File: config.mk
export PLATFORM = sky130hd
export DESIGN_NAME = group_status_bus
export DESIGN_NICKNAME = d
export VERILOG_FILES = /design/src/group_status_pkg.sv /design/src/pin_sync.sv /design/src/user_status_pick.sv /design/src/group_status_bus.sv
export SDC_FILE = /design/constraint.sdc
export NUM_CORES = 1
export LEC_CHECK = 0
export BUFFER_PORTS_ARGS = -buffer_cell sky130_fd_sc_hd__buf_4
export CORE_UTILIZATION = 50
export CTS_CLUSTER_SIZE = 12
export DETAILED_ROUTE_END_ITERATION = 12
export GPL_TIMING_DRIVEN = 0
export PLACE_DENSITY = 0.81
export REMOVE_ABC_BUFFERS = 1
export SYNTH_ARGS = -nofsm -noshare
export SYNTH_HDL_FRONTEND = slang
export SYNTH_SLANG_ARGS = --single-unit
File: constraint.sdc
create_clock -name core_clk -period 2.7 [get_ports core_clk]
set_input_delay 0.405 -clock core_clk [delete_from_list [all_inputs] [get_ports core_clk]]
set_output_delay 0.405 -clock core_clk [all_outputs]
set_load 0.02 [all_outputs]
File: src/group_status_pkg.sv
// Constants and types for the shared status group block
// Contract
// - Eight members share one 8-bit data bus
// - Control bit 0 enables group participation
// - Control bits 1-3 pick driven data line
// - Interrupt group read drives pending status
// - Sync-loss group read drives frame sync status
// - First user read drives selector-chosen alarm
// - Second user read uses second selector
// - Control registers at B0h, B1h, reset zero
// - Three shared pins coordinate group reads
package group_status_pkg;
  localparam int DATA_WIDTH = 8;
  localparam int GROUP_MEMBERS = 8;
  localparam int SEL_WIDTH = 3;
  localparam logic [7:0] ADDR_CTRL_ENABLE_LINE = 8'hB0;
  localparam logic [7:0] ADDR_CTRL_USER_SELECT = 8'hB1;
  localparam logic [7:0] ADDR_INTERRUPT_STATUS = 8'hB2;
  localparam logic [7:0] ADDR_SYNC_LOSS_STATUS = 8'hB3;
  localparam logic [7:0] ADDR_USER_STATUS_ONE = 8'hB4;
  localparam logic [7:0] ADDR_USER_STATUS_TWO = 8'hB5;
  localparam logic [7:0] CTRL_RESET = 8'h00;
  localparam logic [7:0] UNMAPPED_READ = 8'h00;
  localparam int ENABLE_BIT = 0;
  localparam int LINE_SEL_LSB = 1;
  localparam int USER_ONE_LSB = 0;
  localparam int USER_TWO_LSB = 4;
  // Alarm selector codes; T1 name first, E1 name second
  localparam logic [2:0] PICK_BPV_OR_ALL_ONES = 3'h0;
  localparam logic [2:0] PICK_YELLOW_OR_REMOTE = 3'h1;
  localparam logic [2:0] PICK_LOOP_UP_OR_MF_REMOTE = 3'h2;
  localparam logic [2:0] PICK_LOOP_DOWN_OR_V52 = 3'h3;
  localparam logic [2:0] PICK_SIGNALING_CHANGE = 3'h4;
  localparam logic [2:0] PICK_SLIP = 3'h5;
  // Time the addressed member holds the group read open
  localparam int CLK_PERIOD_NS = 20;
  localparam int READ_WINDOW_NS = 200;
  localparam int READ_WINDOW_CYCLES = (READ_WINDOW_NS + CLK_PERIOD_NS - 1) / CLK_PERIOD_NS;
  localparam int CNT_WIDTH = 4;

  typedef enum logic [1:0] {
    GRP_INTERRUPT,
    GRP_SYNC_LOSS,
    GRP_USER_ONE,
    GRP_USER_TWO
  } group_reg_type;

  typedef struct packed {
    logic bipolar_loss_alarm;
    logic yellow_alarm;
    logic loop_up_detect;
    logic loop_down_detect;
    logic unframed_all_ones;
    logic remote_alarm;
    logic multiframe_remote_alarm;
    logic v52_link_detect;
    logic signaling_change;
    logic elastic_store_slip;
  } alarm_set_type;

  typedef struct packed {
    logic rd;
    logic wr;
    logic [7:0] addr;
    logic [7:0] wdata;
  } host_req_type;

  // Shared open-drain group pins, one bit per pin
  typedef struct packed {
    logic group_read_strobe;
    logic group_select_line_1;
    logic group_select_line_0;
  } group_pins_type;
endpackage

File: src/pin_sync.sv
// Three-stage synchroniser with agreement filter for pin inputs
`timescale 1ns/10ps
module pin_sync #(
  parameter int WIDTH = 3,
  parameter logic [WIDTH-1:0] IDLE_LEVEL = '1
) (
  // Clock and reset
  input wire logic core_clk,
  input wire logic resetn,
  // Pin side and clean side
  input wire logic [WIDTH-1:0] pin,
  output logic [WIDTH-1:0] clean
);
  logic [WIDTH-1:0] stage1;
  logic [WIDTH-1:0] stage2;
  logic [WIDTH-1:0] stage3;
  logic [WIDTH-1:0] next_clean;

  initial begin
    if (WIDTH < 1) $error("pin_sync width must be positive");
  end

  // A bit changes only once stages two and three agree
  always_comb begin
    for (int i = 0; i < WIDTH; i++) begin
      next_clean[i] = (stage2[i] == stage3[i]) ? stage3[i] : clean[i];
    end
  end

  always_ff @(posedge core_clk or negedge resetn) begin
    if (!resetn) begin
      stage1 <= IDLE_LEVEL;
      stage2 <= IDLE_LEVEL;
      stage3 <= IDLE_LEVEL;
      clean <= IDLE_LEVEL;
    end else begin
      stage1 <= pin;
      stage2 <= stage1;
      stage3 <= stage2;
      clean <= next_clean;
    end
  end
endmodule

File: src/user_status_pick.sv
// Picks one alarm condition from a three-bit selector and line mode
`timescale 1ns/10ps
module user_status_pick
  import group_status_pkg::*;
(
  // Selection
  input wire logic [SEL_WIDTH-1:0] pick,
  input wire logic e1_mode,
  // Alarm sources and result
  input wire alarm_set_type alarms,
  output logic status_bit
);
  always_comb begin
    case (pick)
      PICK_BPV_OR_ALL_ONES: begin
        status_bit = e1_mode ? alarms.unframed_all_ones : alarms.bipolar_loss_alarm;
      end
      PICK_YELLOW_OR_REMOTE: begin
        status_bit = e1_mode ? alarms.remote_alarm : alarms.yellow_alarm;
      end
      PICK_LOOP_UP_OR_MF_REMOTE: begin
        status_bit = e1_mode ? alarms.multiframe_remote_alarm : alarms.loop_up_detect;
      end
      PICK_LOOP_DOWN_OR_V52: begin
        status_bit = e1_mode ? alarms.v52_link_detect : alarms.loop_down_detect;
      end
      PICK_SIGNALING_CHANGE: status_bit = alarms.signaling_change;
      PICK_SLIP: status_bit = alarms.elastic_store_slip;
      // Undefined codes report no alarm
      default: status_bit = 1'b0;
    endcase
  end
endmodule

File: src/group_status_bus.sv
// Shared status group extension of the parallel host port
`timescale 1ns/10ps
module group_status_bus
  import group_status_pkg::*;
#(
  parameter int WINDOW_CYCLES = READ_WINDOW_CYCLES
) (
  // Clock and reset
  input wire logic core_clk,
  input wire logic resetn,
  // Host register port, same clock domain
  input wire host_req_type host_req,
  output logic [DATA_WIDTH-1:0] host_rdata,
  output logic [DATA_WIDTH-1:0] host_data_oe,
  output logic read_done,
  // Local status sources
  input wire logic e1_mode,
  input wire logic member_interrupt_bit,
  input wire logic member_sync_loss_bit,
  input wire alarm_set_type alarms,
  // Shared open-drain group pins
  input wire group_pins_type group_in,
  output group_pins_type group_out,
  output group_pins_type group_oe
);
  typedef enum logic [1:0] {IDLE, OWN_READ, PEER_DRIVE, SETTLE} state_type;

  state_type state;
  state_type next_state;
  logic [CNT_WIDTH-1:0] count;
  logic [CNT_WIDTH-1:0] next_count;
  group_reg_type active_reg;
  group_reg_type next_active_reg;
  logic group_read;
  logic next_group_read;
  logic [7:0] ctrl_enable_line;
  logic [7:0] ctrl_user_select;
  logic [7:0] next_ctrl_enable_line;
  logic [7:0] next_ctrl_user_select;
  logic [DATA_WIDTH-1:0] next_host_rdata;
  logic [DATA_WIDTH-1:0] next_host_data_oe;
  logic next_read_done;
  group_pins_type next_group_oe;
  group_pins_type pins_clean;
  logic participate;
  logic [SEL_WIDTH-1:0] line_sel;
  logic [DATA_WIDTH-1:0] line_onehot;
  logic user_one_bit;
  logic user_two_bit;
  logic own_bit;
  logic req_group;
  group_reg_type req_reg;
  group_reg_type peer_reg;
  logic peer_strobe;

  // Shorter windows release our strobe before the synchroniser sees it,
  // so the late echo would be taken for a peer read
  localparam int MIN_WINDOW = 4;
  localparam int LAST_HELD = WINDOW_CYCLES - 1;
  localparam int DONE_DELAY = WINDOW_CYCLES + 1;

  initial begin
    if (WINDOW_CYCLES < MIN_WINDOW || WINDOW_CYCLES >= (1 << CNT_WIDTH)) begin
      $error("WINDOW_CYCLES out of range for the window counter");
    end
  end

  pin_sync #(
    .WIDTH($bits(group_pins_type)),
    .IDLE_LEVEL('1)
  ) u_pin_sync (
    .core_clk(core_clk),
    .resetn(resetn),
    .pin(group_in),
    .clean(pins_clean)
  );

  user_status_pick u_pick_one (
    .pick(ctrl_user_select[USER_ONE_LSB +: SEL_WIDTH]),
    .e1_mode(e1_mode),
    .alarms(alarms),
    .status_bit(user_one_bit)
  );

  user_status_pick u_pick_two (
    .pick(ctrl_user_select[USER_TWO_LSB +: SEL_WIDTH]),
    .e1_mode(e1_mode),
    .alarms(alarms),
    .status_bit(user_two_bit)
  );

  assign participate = ctrl_enable_line[ENABLE_BIT];
  assign line_sel = ctrl_enable_line[LINE_SEL_LSB +: SEL_WIDTH];
  assign line_onehot = DATA_WIDTH'(1) << line_sel;
  // Strobe is active low; pull-ups hold it high between reads
  assign peer_strobe = !pins_clean.group_read_strobe;
  assign peer_reg = group_reg_type'({pins_clean.group_select_line_1,
                                     pins_clean.group_select_line_0});

  always_comb begin
    req_group = 1'b1;
    req_reg = GRP_INTERRUPT;
    case (host_req.addr)
      ADDR_INTERRUPT_STATUS: req_reg = GRP_INTERRUPT;
      ADDR_SYNC_LOSS_STATUS: req_reg = GRP_SYNC_LOSS;
      ADDR_USER_STATUS_ONE: req_reg = GRP_USER_ONE;
      ADDR_USER_STATUS_TWO: req_reg = GRP_USER_TWO;
      default: req_group = 1'b0;
    endcase
  end

  // Own bit for the register in play this cycle
  always_comb begin
    case (next_active_reg)
      GRP_INTERRUPT: own_bit = member_interrupt_bit;
      GRP_SYNC_LOSS: own_bit = member_sync_loss_bit;
      GRP_USER_ONE: own_bit = user_one_bit;
      GRP_USER_TWO: own_bit = user_two_bit;
      default: own_bit = 1'b0;
    endcase
  end

  // Control registers; unused bits store whatever software writes
  always_comb begin
    next_ctrl_enable_line = ctrl_enable_line;
    next_ctrl_user_select = ctrl_user_select;
    if (host_req.wr) begin
      if (host_req.addr == ADDR_CTRL_ENABLE_LINE) begin
        next_ctrl_enable_line = host_req.wdata;
      end
      if (host_req.addr == ADDR_CTRL_USER_SELECT) begin
        next_ctrl_user_select = host_req.wdata;
      end
    end
  end

  always_ff @(posedge core_clk or negedge resetn) begin
    if (!resetn) begin
      ctrl_enable_line <= CTRL_RESET;
      ctrl_user_select <= CTRL_RESET;
    end else begin
      ctrl_enable_line <= next_ctrl_enable_line;
      ctrl_user_select <= next_ctrl_user_select;
    end
  end

  // Read sequencer: own reads, peer-driven reads, and settle time
  always_comb begin
    next_state = state;
    next_count = count;
    next_active_reg = active_reg;
    next_group_read = group_read;
    next_read_done = 1'b0;
    next_group_oe = '0;
    case (state)
      IDLE: begin
        next_group_read = 1'b0;
        if (host_req.rd) begin
          next_state = OWN_READ;
          next_count = CNT_WIDTH'(WINDOW_CYCLES - 1);
          next_group_read = req_group;
          next_active_reg = req_reg;
        end else if (peer_strobe && participate) begin
          next_state = PEER_DRIVE;
          next_group_read = 1'b1;
          next_active_reg = peer_reg;
        end
      end
      OWN_READ: begin
        if (count == '0) begin
          next_state = group_read ? SETTLE : IDLE;
          next_read_done = 1'b1;
          next_group_read = 1'b0;
        end else begin
          next_count = count - CNT_WIDTH'(1);
        end
      end
      PEER_DRIVE: begin
        if (!peer_strobe || !participate) begin
          next_state = IDLE;
          next_group_read = 1'b0;
        end
      end
      // Wait for our own strobe to clear the synchroniser
      SETTLE: begin
        if (!peer_strobe) begin
          next_state = IDLE;
        end
      end
      default: begin
        next_state = IDLE;
        next_group_read = 1'b0;
      end
    endcase
    // Pull a select line low for a zero bit of the register code
    if (next_state == OWN_READ && next_group_read) begin
      next_group_oe.group_read_strobe = 1'b1;
      next_group_oe.group_select_line_0 = !next_active_reg[0];
      next_group_oe.group_select_line_1 = !next_active_reg[1];
    end
  end

  // Data bus drive: group reads touch one line when enabled and none when not, local reads all eight
  always_comb begin
    next_host_rdata = '0;
    next_host_data_oe = '0;
    if (next_state == OWN_READ && !next_group_read) begin
      next_host_data_oe = '1;
      if (next_state != state) begin
        case (host_req.addr)
          ADDR_CTRL_ENABLE_LINE: next_host_rdata = ctrl_enable_line;
          ADDR_CTRL_USER_SELECT: next_host_rdata = ctrl_user_select;
          default: next_host_rdata = UNMAPPED_READ;
        endcase
      end else begin
        next_host_rdata = host_rdata;
      end
    end else if ((next_state == OWN_READ || next_state == PEER_DRIVE)
                 && next_group_read && participate) begin
      next_host_data_oe = line_onehot;
      next_host_rdata = own_bit ? line_onehot : '0;
    end
  end

  always_ff @(posedge core_clk or negedge resetn) begin
    if (!resetn) begin
      state <= IDLE;
      count <= '0;
      active_reg <= GRP_INTERRUPT;
      group_read <= 1'b0;
      host_rdata <= '0;
      host_data_oe <= '0;
      read_done <= 1'b0;
      group_oe <= '0;
      group_out <= '0;
    end else begin
      state <= next_state;
      count <= next_count;
      active_reg <= next_active_reg;
      group_read <= next_group_read;
      host_rdata <= next_host_rdata;
      host_data_oe <= next_host_data_oe;
      read_done <= next_read_done;
      group_oe <= next_group_oe;
      // Open drain: level is always low, only the enable moves
      group_out <= '0;
    end
  end

  // Checks
  logic own_group_start;
  assign own_group_start = state == IDLE && host_req.rd && req_group;

  chk_single_line: assert property (@(posedge core_clk) disable iff (!resetn)
    group_read |-> $countones(host_data_oe) <= 1)
    else $error("group read drives more than one data line");

  chk_line_select: assert property (@(posedge core_clk) disable iff (!resetn)
    group_read && participate && $stable(ctrl_enable_line)
    |-> host_data_oe == line_onehot)
    else $error("group read drives the wrong data line");

  // Local reads drive all eight lines whatever the enable says
  chk_disabled_quiet: assert property (@(posedge core_clk) disable iff (!resetn)
    !$past(participate) && !participate && (state != OWN_READ || group_read)
    |-> host_data_oe == '0)
    else $error("disabled member drives the data bus");

  chk_interrupt_bit: assert property (@(posedge core_clk) disable iff (!resetn)
    group_read && active_reg == GRP_INTERRUPT && participate && $stable(ctrl_enable_line)
    |-> host_rdata[line_sel] == $past(member_interrupt_bit))
    else $error("interrupt status bit wrong on group read");

  chk_sync_bit: assert property (@(posedge core_clk) disable iff (!resetn)
    group_read && active_reg == GRP_SYNC_LOSS && participate && $stable(ctrl_enable_line)
    |-> host_rdata[line_sel] == $past(member_sync_loss_bit))
    else $error("sync loss bit wrong on group read");

  chk_user_one: assert property (@(posedge core_clk) disable iff (!resetn)
    group_read && active_reg == GRP_USER_ONE && participate && $stable(ctrl_enable_line)
    |-> host_rdata[line_sel] == $past(user_one_bit))
    else $error("first user status bit wrong");

  chk_user_two: assert property (@(posedge core_clk) disable iff (!resetn)
    group_read && active_reg == GRP_USER_TWO && participate && $stable(ctrl_enable_line)
    |-> host_rdata[line_sel] == $past(user_two_bit))
    else $error("second user status bit wrong");

  chk_strobe_window: assert property (@(posedge core_clk) disable iff (!resetn)
    own_group_start |=> group_oe.group_read_strobe ##LAST_HELD group_oe.group_read_strobe
    ##1 !group_oe.group_read_strobe)
    else $error("group strobe not held through the read window");

  // Done pulse follows the last cycle of the window
  chk_read_done: assert property (@(posedge core_clk) disable iff (!resetn)
    own_group_start |-> ##DONE_DELAY read_done)
    else $error("read window length wrong");

  chk_ctrl_write: assert property (@(posedge core_clk) disable iff (!resetn)
    host_req.wr && host_req.addr == ADDR_CTRL_ENABLE_LINE
    |=> ctrl_enable_line == $past(host_req.wdata))
    else $error("control write not stored");

  cov_own_group: cover property (@(posedge core_clk) disable iff (!resetn)
    own_group_start && participate);
  cov_peer_drive: cover property (@(posedge core_clk) disable iff (!resetn)
    state == PEER_DRIVE && host_data_oe != '0);
  cov_user_e1: cover property (@(posedge core_clk) disable iff (!resetn)
    group_read && active_reg == GRP_USER_TWO && e1_mode);
endmodule

* Word-level counts from Yosys, hierarchy flattened
Cells that the tools add are included.
** Storage, ports and cells
- Register bits after elaboration :: 57
- Bits of input ports :: 36
- Output and inout bits :: 23
- Logic and storage cells :: 110
** Cells by class
- Add/subtract/negate cells :: 1
- Eq/ne operators :: 31
- Shift-type cells :: 1
- Mux-type cells :: 37
- Reductions and logical operators :: 22
** Operators by type and width (number)
- $eq 8x8->1 const B :: 6
- $mux 8 :: 6
- $mux 2 :: 9
- $pmux 8 s2 :: 1
- $eq 3x2->1 const B :: 4
- $eq 3x3->1 const B :: 4
- $pmux 1 s6 :: 2
- $mux 1 :: 11
- $eq 2x2->1 const B :: 5
- $mux 4 :: 2
- $pmux 2 s4 :: 1
- $pmux 4 s2 :: 1
- $shl 1x3->8 const A :: 1
- $eq 2x1->1 const B :: 3
- $eq 3x1->1 const B :: 2
- $logic_not 3->1 :: 2
- $pmux 2 s3 :: 1
- $logic_and 1x1->1 :: 5
- $logic_not 1->1 :: 5
- $logic_not 2->1 :: 2
- $logic_not 4->1 :: 1
- $ne 2x2->1 const B :: 2
- $pmux 1 s4 :: 1
- $reduce_and 2->1 :: 2
- 10 further kinds :: 13

* Logic depth before layout (Yosys ltp)
- Depth after elaboration :: 11
- Mapped depth :: 13
- Gate-level depth less buffers :: 11

* Cells and area by module
Synthesis repeated with hierarchy kept, for this count alone.
** Unflattened totals
- Cells, all modules :: 215
- Area, all modules :: 2721.4 µm²
** Modules (own cells, without submodules)
- group_status_bus :: instances 1, cells each 188, area an instance 2202.1 µm², seq. area each 1126.1 µm²
- pin_sync :: instances 1, cells each 15, area an instance 349.1 µm², seq. area each 315.3 µm²
- user_status_pick :: instances 2, cells each 6, area an instance 85.1 µm², seq. area each 0.0 µm²

* Worst setup path after synthesis
No wires, ideal clock.
- Kind :: register to register
- Start point :: reg state[0]
- End point :: reg host_rdata[2]
- Library setup time :: 0.087 ns
- Arrival time :: 2.369 ns
- Required time :: 2.613 ns
- Path slack :: 0.245 ns
- Stages on the path, launching flop included :: 7
- Path buffers :: 1
- Clock period less this slack :: 2.455 ns
- Cell sequence :: dfrtp_1 -> buf_6 -> or3b_4 -> or4_4 -> a2111o_1 -> o32a_1 -> a211oi_2
** On the way
- Cells in the longest elaborated chain, start to end :: 9
- Elaborated cells on any way between the ends :: 29
- Classes of those cells :: 10 x eq/ne; 12 x mux; 7 x reduce/logical
** Ends and longest elaborated chain
- start: declaration :: line group_status_bus.sv:28 : state_type state;
- start signal: assignment :: line group_status_bus.sv:237 : state <= next_state;
- $mux 2 :: line group_status_bus.sv:163 : end else if (peer_strobe && participate) begin
- $mux 2 :: line group_status_bus.sv:158 : if (host_req.rd) begin
- $pmux 2 s4 :: line group_status_bus.sv:155 : case (state)
- $eq 2x1->1 or $eq 2x2->1 (tied branches) :: line group_status_bus.sv:207, group_status_bus.sv:218
- $logic_or 1x1->1 :: line group_status_bus.sv:218 : end else if ((next_state == OWN_READ || next_state == PEER_DRIVE)
- $logic_and 1x1->1 (2 in a row) :: line group_status_bus.sv:219 : && next_group_read && participate) begin
- $mux 8 :: line group_status_bus.sv:218
- $mux 8 :: line group_status_bus.sv:207 : if (next_state == OWN_READ && !next_group_read) begin
- end signal: assignment :: line group_status_bus.sv:241 : host_rdata <= next_host_rdata;
- end: declaration :: line group_status_bus.sv:13 : output logic [DATA_WIDTH-1:0] host_rdata,
Several ways; a longest one is shown, not always the timed one.
A chain may end at the register's enable or synchronous reset.

* Final worst setup path
- Start point :: reg state[1]
- End point :: reg host_rdata[2]
Same word-level chain as after synthesis.

==> impl_results.md <==
* Outcome: finished clean
* Residual DRC at 0
* Initial antenna violation count at 0
* Clock transition at path regs at 70 ps
* Row cnt at 26
* Clock share of power at 22.8%
* Final setup fails at 0
* Reg2reg start: state[1]$_DFF_PN0_
* Worst Path Required at 2970 ps
* Cells after Synth at 237
* Most frequent cells after synthesis: dfrtp_1 (45), mux2_2 (19), nand2_1 (16)
* Final hold violations at 0
* Grt ovf at 0
* Syn-to-layout area delta at 25.66%
* Antenna Nets Post-Route at 0
* Core ar. at 0.005140 mm2
* Post-Syn Area at 0.002686 mm2
* Reg-to-Reg End: host_rdata[2]$_DFFE_PN0P_
* Crit. End Element: flop
* Slew HR at about 54%
* R2r setup slk at 80 ps
* Ys Warns at 0
* Die width at 75.30 um
* Gr busiest metal: met2
* Post-synth EDFFs at 0
* Num CTS Buffers at 9
* Final Instance Count excl. Fillers at 368
* Unrepaired setup endpoints after global routing: false
* Die ar. at 0.005670 mm2
* Ys flop type: dfrtp_1
* Vias in the first global route at 1908
* Max cap viols at 0
* Avg Cell Area, Syn at approximately 11 um2
* Reg2Reg Depth at 5
* CP Data Arrival Time at 2890 ps
* Post-CTS Setup Bufs at 0
* Post-Synth Simple-Gate Area at 14.95%
* Final GP Congestion at 0.8369
* Vias at between 1500 and 2000
* Sequential Power Share at around 38%
* Clk buf depth at 2
* Worst hold path class: input port to async pin
* Power Density at between 900 and 1000 mW/mm2
* Sw frac at 36.18%
* Die height at 75.30 um
* Routed length per placed instance at 15.27 um
* Int Pwr at just over 2 mW
* Clock tree sinks at 57
* P_sw at 1.153 mW
* Seq cells post-synth at 57
* I/O Pins at 59
* Placed insts at 352
* Largest net degree at the start of global routing at 58
* Tot Pwr at 3.187 mW
* Post-Route WL at about 5.6 mm
* Share of cells above drive strength 1 at 40.94%
* CTS tree: yes
* Met1 GRT Util at 30.31%
* ANT cells at 0
* Fillers at 437
* Max H-tree Level at 3
* Met3 Use GR at approximately 5.2%
* Combinational share of power at 39.5%
* Startpoint types: flop
* Clock Skews at 11.35 ps
* Max FO, Critical Path at 8
* Pre-CTS WS at around 23 ps
* Worst-margin pin slew at slightly below 700 ps
* IR drop worst, VDD at 0.0003821 V
* Largest family of logic cells by synthesized area: simple AND/OR/NAND/NOR gates
* Port buffer count at 55
* Setup CP Type: flop to flop
* First-pass GRT wire length at between 9 and 10 mm
* Count leader, synth: dfrtp_1
* Pleak at approximately 1.6 nW
* Nets at 331
* First-iteration detailed-routing DRC count at 156
* DRT Pass-1 Iters at 6
* Fmax at 0.3819 GHz
* Mux contribution to synthesized area at about an eighth
* Post-synthesis compound-gate area fraction at 12.48%
* Cell taking the most area after synthesis: dfrtp_1
* Initial cell density of the core at 52.26%
* Ys async rst share at 100.0%
* Post-synthesis cell type count at 60
* Synth area leaders: dfrtp_1 (42%), dfstp_2 (12%), mux2_2 (8.0%)
* Top cell type's share of synthesized area at 41.92%
* Fin crit share at a little over nine tenths
* Hpwl dp at 3.957 mm
* Seq/Total Area, Yosys at between 50 and 60%
* Final core utilization at 65.68%
* Final setup margin at 81.43 ps
* XOR/XNOR Fraction of Synth Area at 0.9781%
* GRT Util Overall at a little under a quarter
* Met2 Resource Use GR at between 30 and 40%
* Vias per cell at 5.427
* Period minus WS final at about 2600 ps
* Worst-Skew Late Latency at 350 ps
* Clock tree root buffer cell: clkbuf_8
* Slew Viols, Final at 0
* Synth Area in Adders at under 10%
cell usage in the layout, fill, tap and decap left out, types with 2 or more instances in the layout:
cell type   n
a211oi_1    2
a21oi_1     4
a311oi_1    4
and3_1      2
and3b_1     2
buf_4      56
clkbuf_8   12
clkinv_2    3
conb_1      3
dfrtp_1    43
dfrtp_2     2
dfstp_2    12
inv_1      11
maj3_1      3
mux2_2     19
mux2i_1    10
nand2_1    16
nand2b_1    4
nand3_1    11
nand3b_1    2
nand4b_1    3
nor2_1     14
nor2b_1     4
nor3_1      2
o21ai_0    11
o22a_1      2
xnor2_1     2
through the flow:
stage / hold slack, ps / area [um2] / setup TNS (ps)
global placement: 345.7 / 3127 / -2077
finish: 107.5 / 3376 / 0
detailed placement: 348.5 / 3141 / 0
floorplan: 109.4 / 2626 / 0
global route: 162.8 / 3376 / 0
CTS: 125.4 / 3324 / 0
worst max-delay path by stage:
stage / from / slack [ps] / end / cells past startpoint
6_report: state[1]$_DFF_PN0_ / 80 / host_rdata[2]$_DFFE_PN0P_ / 5
5_1_grt: count[1]$_DFFE_PN0P_ / 10 / host_rdata[3]$_DFFE_PN0P_ / 10
4_1_cts: count[0]$_DFFE_PN0P_ / 20 / host_rdata[2]$_DFFE_PN0P_ / 10
3_5_place_dp: host_req[17] / 20 / host_rdata[2]$_DFFE_PN0P_ / 6
3_3_place_gp: host_req[14] / -310 / ctrl_enable_line[7]$_DFFE_PN0P_ / 5
2_1_floorplan: state[1]$_DFF_PN0_ / 270 / host_rdata[2]$_DFFE_PN0P_ / 5
routing by layer:
layer  wire, um  part of all wire [%]
met3        248                   4.4
met5          0                     0
met2       2667                    47
met1       2566                    46
met4        135                   2.4
cell families (layout without fill, tap and decap cells):
logic type	Yosys count	count (layout)
adders and majority gates	5	5
xor gates and xnor gates	3	3
other	1	3
muxes	29	29
AOI/OAI and AO/OA	44	44
DFF	57	57
and+or+nand+nor	74	74
buffers and inverters	24	83
power by group through the flow:
stage / sequential [mW] / clock (mW) / combinational (mW)
2_1_floorplan: 1.33 / 0 / 0.647
3_5_place_dp: 1.21 / 0 / 1.20
6_report: 1.20 / 0.726 / 1.26
5_1_grt: 1.23 / 0.775 / 1.39
4_1_cts: 1.20 / 0.737 / 1.20
3_3_place_gp: 1.20 / 0 / 1.16
layout make-up:
type	count	area (um2)	area share, %
clock inverters	3	15.01	0.4448
clock buffers	13	168.9	5.004
flip-flops and latches	57	1444	42.77
well taps	70	87.58	2.595
inverters	11	41.29	1.223
multi-input cells	158	1199	35.51
repair buffers	56	420.4	12.45
worst max-delay path, stage by stage (launching register included):
cell,delay [ps]
dfrtp_2,460
or3b_4,430
or4_4,550
a2111o_1,560
o32a_1,340
a211oi_2,200
repair_timing:
action	in CTS	in global routing
setup endpoints to repair	0	8
gates resized for setup	0	10
hold buffers	0	0
(Power assumes the default switching activity.)
